**config.mk**
```make
export PLATFORM = sky130hd
export DESIGN_NAME = ds0_monitor_and_store_align
export DESIGN_NICKNAME = d
export VERILOG_FILES = /design/src/core/ds0_mon_pkg.sv /design/src/core/ds0_tap.sv /design/src/core/ds0_monitor_and_store_align.sv
export VERILOG_INCLUDE_DIRS = /design/src /design/src/core
export SDC_FILE = /design/constraint.sdc
export NUM_CORES = 1
export LEC_CHECK = 0
export ABC_AREA = 1
export BUFFER_PORTS_ARGS = -buffer_cell sky130_fd_sc_hd__buf_2
export CORE_AREA = 2 2 94 96
export CTS_CLUSTER_DIAMETER = 60
export DETAILED_ROUTE_END_ITERATION = 6
export DIE_AREA = 0 0 96 98
export PLACE_DENSITY = 0.83
export REMOVE_ABC_BUFFERS = 1
export SLEW_MARGIN = 20
export SYNTH_ARGS = -nofsm -noshare
export SYNTH_HDL_FRONTEND = slang
export SYNTH_SLANG_ARGS = --single-unit
```
**constraint.sdc**
```tcl
create_clock -name clk_i -period 6.28 [get_ports clk_i]
set_input_delay 0.628 -clock clk_i [delete_from_list [all_inputs] [get_ports clk_i]]
set_output_delay 0.628 -clock clk_i [all_outputs]
set_load 0.02 [all_outputs]
```
**src/core/ds0_mon_cfg.svh**
```systemverilog
// Purpose: Register indexes, field positions, reset values and frame counts.
// Assumes: Byte address is four times the register index.
// Notes:   Definitions only.
`ifndef DS0_MON_CFG_SVH
`define DS0_MON_CFG_SVH

// Register indexes; byte address = index * 4
`define IDX_TX_CTL      5'h19
`define IDX_TX_SNOOP    5'h1A
`define IDX_RX_CTL      5'h1E
`define IDX_RX_SNOOP    5'h1F

// Field positions inside the control registers
`define POS_JAPAN_CRC   7
`define POS_RX_ALIGN    6
`define POS_TX_ALIGN    5
`define SEL_MSB         4

// Writable bits and reset values
`define TX_CTL_WMASK    8'h9F
`define RX_CTL_WMASK    8'hFF
`define CTL_RESET       8'h00
`define SNOOP_RESET     8'h00

// T1 frame: one framing bit then 24 channels of 8 bits
`define FRAME_BITS      193
`define CHAN_COUNT      24
`define HALF_FRAME      9'h060

`endif

```
**src/core/ds0_mon_pkg.sv**
```systemverilog
// Purpose: Shared types of the channel monitor and store align block.
// Assumes: Constants live in ds0_mon_cfg.svh.
// Notes:   Types only.
package ds0_mon_pkg;
  typedef logic [4:0] chan_sel_t;
  typedef logic [7:0] byte_t;
  typedef logic [8:0] store_sep_t;
  typedef enum logic [1:0] {
    BUS_IDLE = 2'b01,
    BUS_DONE = 2'b10
  } bus_state_t;
endpackage

```
**src/core/ds0_tap.sv**
```systemverilog
// Purpose: Picks one channel out of a serial T1 stream and holds it as a byte.
// Assumes: Line clock, data and frame sync are pins, asynchronous to clk_i.
// Notes:   Frame sync is high during the framing bit.
`timescale 1ns/1ns
`default_nettype none
`include "ds0_mon_cfg.svh"

module ds0_tap #(
  parameter int FRAME_BITS = `FRAME_BITS
) (
  // Clock and reset
  input  wire logic               clk_i,
  input  wire logic               rst_b_i,
  // Line pins
  input  wire logic               line_clk_i,
  input  wire logic               line_data_i,
  input  wire logic               frame_sync_i,
  // Control and result
  input  wire ds0_mon_pkg::chan_sel_t chan_sel_i,
  output var  ds0_mon_pkg::byte_t snoop_o
);
  import ds0_mon_pkg::*;

  // The position counter and channel decode only serve the one T1 frame length
  if (FRAME_BITS != `CHAN_COUNT * 8 + 1) begin : g_bad_frame
    $error("ds0_tap: FRAME_BITS must be one framing bit plus 24 channels");
  end

  logic [2:0] meta_reg;
  logic [2:0] sync_reg;
  logic       clk_prev_reg;
  logic [7:0] pos_reg;
  logic       locked_reg;
  logic [6:0] shift_reg;

  // Second stage only feeds the edge detector and data users
  wire       line_rise = sync_reg[0] && !clk_prev_reg;
  wire       data_bit  = sync_reg[1];
  wire       fsync     = sync_reg[2];
  wire [7:0] pos_m1    = pos_reg - 8'h01;
  wire [4:0] chan_num  = 5'(pos_m1[7:3]) + 5'h01;
  wire       in_chan   = locked_reg && (pos_reg != 8'h00) && (chan_num == chan_sel_i);
  wire       cap       = line_rise && !fsync && in_chan && (pos_m1[2:0] == 3'h7);

  // Two-flop synchronisers for clock, data and frame sync
  always_ff @(posedge clk_i or negedge rst_b_i) begin
    if (!rst_b_i) begin
      meta_reg     <= 3'h0;
      sync_reg     <= 3'h0;
      clk_prev_reg <= 1'b0;
    end else begin
      meta_reg     <= {frame_sync_i, line_data_i, line_clk_i};
      sync_reg     <= meta_reg;
      clk_prev_reg <= sync_reg[0];
    end
  end

  // Bit position in frame; framing bit is position 0
  always_ff @(posedge clk_i or negedge rst_b_i) begin
    if (!rst_b_i) begin
      pos_reg    <= 8'h00;
      locked_reg <= 1'b0;
    end else if (line_rise) begin
      if (fsync) begin
        pos_reg    <= 8'h01;
        locked_reg <= 1'b1;
      end else if (pos_reg == 8'(FRAME_BITS - 1)) begin
        pos_reg <= 8'h00;
      end else begin
        pos_reg <= pos_reg + 8'h01;
      end
    end
  end

  // First bit shifts toward bit 7; byte posted whole so reads never mix frames
  always_ff @(posedge clk_i or negedge rst_b_i) begin
    if (!rst_b_i) begin
      shift_reg <= 7'h00;
      snoop_o   <= `SNOOP_RESET;
    end else begin
      if (line_rise && in_chan)
        shift_reg <= {shift_reg[5:0], data_bit};
      if (cap)
        snoop_o <= {shift_reg, data_bit};
    end
  end
endmodule
`default_nettype wire

```
**src/core/ds0_monitor_and_store_align.sv**
```systemverilog
// Purpose: Channel monitor selects, Japanese CRC selects and store align triggers.
// Assumes: Avalon-MM slave, byte address, 32-bit data in low byte; one clock.
// Notes:   Store separations come from the elastic stores on the same clock.
//
// The Avalon-MM register port was left to the implementer.
`timescale 1ns/1ns
`default_nettype none
`include "ds0_mon_cfg.svh"

module ds0_monitor_and_store_align (
  // Clock and reset
  input  wire logic                    clk_i,
  input  wire logic                    rst_b_i,
  // Avalon-MM slave
  input  wire logic [6:0]              avs_address_i,
  input  wire logic                    avs_read_i,
  input  wire logic                    avs_write_i,
  input  wire logic [3:0]              avs_byteenable_i,
  input  wire logic [31:0]             avs_writedata_i,
  output var  logic [31:0]             avs_readdata_o,
  output var  logic                    avs_waitrequest_o,
  // Transmit line pins
  input  wire logic                    tx_line_clk_i,
  input  wire logic                    tx_line_data_i,
  input  wire logic                    tx_frame_sync_i,
  // Receive line pins
  input  wire logic                    rx_line_clk_i,
  input  wire logic                    rx_line_data_i,
  input  wire logic                    rx_frame_sync_i,
  // Elastic store separations, in bits
  input  wire ds0_mon_pkg::store_sep_t tx_store_sep_i,
  input  wire ds0_mon_pkg::store_sep_t rx_store_sep_i,
  // Controls to the framer
  output var  logic                    tx_japan_crc_enable_o,
  output var  logic                    rx_japan_crc_enable_o,
  output var  logic                    tx_store_align_o,
  output var  logic                    rx_store_align_o
);
  import ds0_mon_pkg::*;

  bus_state_t state_reg;
  bus_state_t state_next;
  byte_t      tx_ctl_reg;
  byte_t      rx_ctl_reg;
  byte_t      tx_snoop;
  byte_t      rx_snoop;
  byte_t      rd_byte;

  // Address decode and write strobes
  wire [4:0] reg_idx   = avs_address_i[6:2];
  wire       req       = avs_read_i || avs_write_i;
  wire       wr_fire   = (state_reg == BUS_DONE) && avs_write_i && avs_byteenable_i[0];
  wire       wr_tx_ctl = wr_fire && (reg_idx == `IDX_TX_CTL);
  wire       wr_rx_ctl = wr_fire && (reg_idx == `IDX_RX_CTL);
  wire [7:0] wbyte     = avs_writedata_i[7:0];

  // Unassigned bits are dropped so they always read back zero
  wire [7:0] tx_ctl_next = wr_tx_ctl ? (wbyte & `TX_CTL_WMASK) : tx_ctl_reg;
  wire [7:0] rx_ctl_next = wr_rx_ctl ? (wbyte & `RX_CTL_WMASK) : rx_ctl_reg;

  // Align requests are edge-triggered on the stored bit, not on the level
  wire rx_align_rise = wr_rx_ctl && wbyte[`POS_RX_ALIGN] && !rx_ctl_reg[`POS_RX_ALIGN];
  wire tx_align_rise = wr_rx_ctl && wbyte[`POS_TX_ALIGN] && !rx_ctl_reg[`POS_TX_ALIGN];
  wire rx_align_next = rx_align_rise && (rx_store_sep_i <= `HALF_FRAME);
  wire tx_align_next = tx_align_rise && (tx_store_sep_i <= `HALF_FRAME);

  // Read mux; unmapped offsets read zero
  assign rd_byte = (reg_idx == `IDX_TX_CTL)   ? tx_ctl_reg :
                   (reg_idx == `IDX_TX_SNOOP) ? tx_snoop   :
                   (reg_idx == `IDX_RX_CTL)   ? rx_ctl_reg :
                   (reg_idx == `IDX_RX_SNOOP) ? rx_snoop   : 8'h00;

  // One wait cycle per access; the DONE cycle drops waitrequest
  always_comb begin
    state_next = state_reg;
    unique case (state_reg)
      BUS_IDLE: begin
        if (req)
          state_next = BUS_DONE;
      end
      BUS_DONE: begin
        state_next = BUS_IDLE;
      end
      default: begin
        state_next = BUS_IDLE;
      end
    endcase
  end

  // Bus handshake and read data
  always_ff @(posedge clk_i or negedge rst_b_i) begin
    if (!rst_b_i) begin
      state_reg         <= BUS_IDLE;
      avs_waitrequest_o <= 1'b1;
      avs_readdata_o    <= 32'h0000_0000;
    end else begin
      state_reg         <= state_next;
      avs_waitrequest_o <= (state_next != BUS_DONE);
      if (state_reg == BUS_IDLE && req)
        avs_readdata_o <= {24'h00_0000, rd_byte};
    end
  end

  // Control registers and their outputs
  always_ff @(posedge clk_i or negedge rst_b_i) begin
    if (!rst_b_i) begin
      tx_ctl_reg            <= `CTL_RESET;
      rx_ctl_reg            <= `CTL_RESET;
      tx_japan_crc_enable_o <= 1'b0;
      rx_japan_crc_enable_o <= 1'b0;
      tx_store_align_o      <= 1'b0;
      rx_store_align_o      <= 1'b0;
    end else begin
      tx_ctl_reg            <= tx_ctl_next;
      rx_ctl_reg            <= rx_ctl_next;
      tx_japan_crc_enable_o <= tx_ctl_next[`POS_JAPAN_CRC];
      rx_japan_crc_enable_o <= rx_ctl_next[`POS_JAPAN_CRC];
      tx_store_align_o      <= tx_align_next;
      rx_store_align_o      <= rx_align_next;
    end
  end

  // One tap per direction; a select of 0 or above 24 freezes the byte
  ds0_tap u_tx_tap (
    .clk_i        (clk_i),
    .rst_b_i      (rst_b_i),
    .line_clk_i   (tx_line_clk_i),
    .line_data_i  (tx_line_data_i),
    .frame_sync_i (tx_frame_sync_i),
    .chan_sel_i   (tx_ctl_reg[`SEL_MSB:0]),
    .snoop_o      (tx_snoop)
  );

  ds0_tap u_rx_tap (
    .clk_i        (clk_i),
    .rst_b_i      (rst_b_i),
    .line_clk_i   (rx_line_clk_i),
    .line_data_i  (rx_line_data_i),
    .frame_sync_i (rx_frame_sync_i),
    .chan_sel_i   (rx_ctl_reg[`SEL_MSB:0]),
    .snoop_o      (rx_snoop)
  );
endmodule
`default_nettype wire

```
==> metrics.txt <==
outcome complete, no violations; final wirelength around 9.9 mm; CP max stage cell dfrtp_1; most frequent CP cell nand2_1; commonest non-fill, non-tap cell in the layout nand2_1; CP Data Required Time 6.55 ns; dpl hpwl 7.30 mm; Critical R2R Launch u_tx_tap.pos_reg[0]; Slew Viols, Final 0; Fin. Hold Viols 0; worst slack, placed 3.48 ns; Yosys warnings 0; worst rel slew slack 46.8%; clk buf depth 2; Int Pwr 0.000919 W; final setup violation count 0; WP depth 19; CTS tree yes; FF+latch count, synth slightly below 90; root buf cell clkbuf_8; Initial DRT Pass Iterations 5; cell count after synthesis slightly below 600; type of the most critical hold path primary input to async pin; CP Cell Sequence inv_1, ha_1, nand2_1, inv_1, nand2_1, nand2_1, ha_1, inv_1, nor2_1, nor2_1, nand2_1, nor2_1, nand3_1, inv_1, nand2_2, nor2_4, nand3_2, nand2_1, nand2_1; post-synthesis async set-or-reset flop share 100%; Sw Pwr just over 0.0005 W; Final WS setup 3.48 ns; Worst-Skew Late Latency approximately 0.37 ns; Die Y 98 um; P&R area growth vs syn 10.5%; total vias in the final route 4,145; Initial Utilization 55.6%; vias in the first global route 3,879; Max FO, Critical Path 17; area occupied by multi-input gates around 2100 um2; P_leak roughly 2.8 nW; critical path endpoint u_tx_tap.snoop_o[0]; placement row count 34; share of layout cells above drive strength 1 14.8%; largest net degree at the start of global routing 90; Final Skew about 0.010 ns; reg2reg setup slack 3.48 ns; worst r2r dst u_tx_tap.snoop_o[0]; RSZ-0062 raised after global routing no; Cell Area, Synth ~4700 um2; CP top delay family simple AND/OR/NAND/NOR gates; library cells used by synthesis 35; Hold Buf Count CTS 0; DRT iter0 DRCs 300; Crit. End Element flop; Inserted Diodes 0; first-pass GRT wire length 17.1 mm; Final #Nets between 700 and 800; crit path kind flop to flop; slowest stage delay, CP 0.42 ns; # port buffers 54; Max-Cap Viols 0; Post-synth EDFFs 0; # IOs 108; leading cell types in the layout, fill and taps excluded 185 x nand2_1, 87 x dfrtp_1, 63 x inv_1; Num CTS Buffers 9; CP startpoint kind flop; syn avg cell area 7.93 um2; Post-CTS Resized 0; Switching Fraction 35.8%; Primary FF master, synth dfrtp_1; Crit. Startpoint u_tx_tap.pos_reg[0]; period utilization 44.6%; Seq pwr share 45.7%; clock-pin slew on the worst setup and hold paths around 0.10 ns; core area 8470 um2; total track usage between 20% and 30%; Tmin final roughly 2.8 ns; Vias per Instance between 5 and 6; Peak VDD IR roughly 0.12 mV; Reg2Reg Depth 19; htree depth 3; Register Area 2230 um2; pwr dens 275 nW/um2; FMAX 357 MHz; Post-CTS Setup Bufs 0; GPL Wtd Cong roughly 0.85; Worst Path Buf+Inv 4; antenna violations before repair 0; grt total ovfl 0; worst path arrival time about 3.1 ns; antenna viol nets, final 0; Worst-Margin Slew 0.798 ns; Setup TNS Final 0 ns; detailed-route DRC error count 0; Routed WL per cell roughly 13 um; die area 9410 um2; Fill cells 729; Clock Power Share 29.9%; CTS sink cnt 89; sequential area share after synthesis 47.3%; Logic pwr share 24.5%; DIE WIDTH 96 um
-- layer usage --
metal / part of all wire (%) / wire (um) / global-route usage, % / vias to the layer above
met3: 7.2 / 709 / 4.40 / 22
met5: 0 / 0 / 0 / -
li1: - / - / - / 2003
met4: 1.7 / 167 / 7.36 / 0
met1: 43 / 4270 / 32.4 / 1940
met2: 48 / 4710 / 35.6 / 180
-- kinds of logic (layout without fill, tap and decap cells) --
family | Yosys count | in the layout | synth area share [%]
simple gates | 341 | 341 | 32.3
buf+inv | 98 | 137 | 10.2
flops | 89 | 89 | 47.3
compound gates | 51 | 51 | 6.91
fa+ha+maj | 8 | 8 | 2.12
xor+xnor | 6 | 6 | 1.12
other cells | 1 | 24 | 0.0796
-- metrics by stage --
step | total power [W] | instances | hold WS [ns] | area [um2] | utilization, %
floorplan | 0.000909 | 584 | 0.331 | 4560 | -
global placement | 0.000990 | 748 | 0.332 | 4980 | 58.9
detailed placement | 0.00101 | 748 | 0.336 | 4980 | 58.9
CTS | 0.00143 | 764 | 0.344 | 5200 | 61.5
global route | 0.00152 | 764 | 0.337 | 5210 | 61.5
finish | 0.00143 | 764 | 0.287 | 5210 | 61.5
-- worst min path at each step --
stage	endpoint	cells past startpoint
after floorplan	avs_readdata_o[0]	0
after global placement	u_tx_tap.sync_reg[2]	0
after detailed placement	u_rx_tap.sync_reg[1]	0
after CTS	u_tx_tap.meta_reg[2]	1
after global routing	u_tx_tap.meta_reg[2]	1
final	u_rx_tap.pos_reg[6]	1
-- synth_stat cells (6+ instances only) --
cell,count,share of area [%]
nor3b_1,6,0.96
nand4_1,24,3.2
a21oi_1,8,0.85
dfrtp_1,87,46
o211ai_1,10,1.6
inv_1,63,5.0
nor3_1,12,1.3
nor2_2,9,1.2
ha_1,8,2.1
nand2_2,7,0.93
nor2_1,38,3.0
buf_4,25,4.0
o21ai_0,22,2.3
nand2_1,185,15
nand3_1,52,5.5
-- layout make-up --
| type | instances | share of cell area (%) |
|---|---|---|
| Sequential cell | 89 | 42.8 |
| Clock buffer | 9 | 2.38 |
| Tap cell | 108 | 2.59 |
| Timing Repair Buffer | 56 | 5.60 |
| Clock inverter | 7 | 1.83 |
| Inverter | 65 | 4.69 |
| Multi-Input combinational cell | 430 | 40.1 |
-- power groups by stage --
stage	clock [W]	combinational (W)	sequential, W
after floorplan	0	0.000243	0.000665
after global placement	0	0.000328	0.000662
after detailed placement	0	0.000344	0.000664
after CTS	0.000433	0.000348	0.000654
after global routing	0.000458	0.000402	0.000660
final	0.000428	0.000351	0.000654
(Power assumes the default switching activity.)
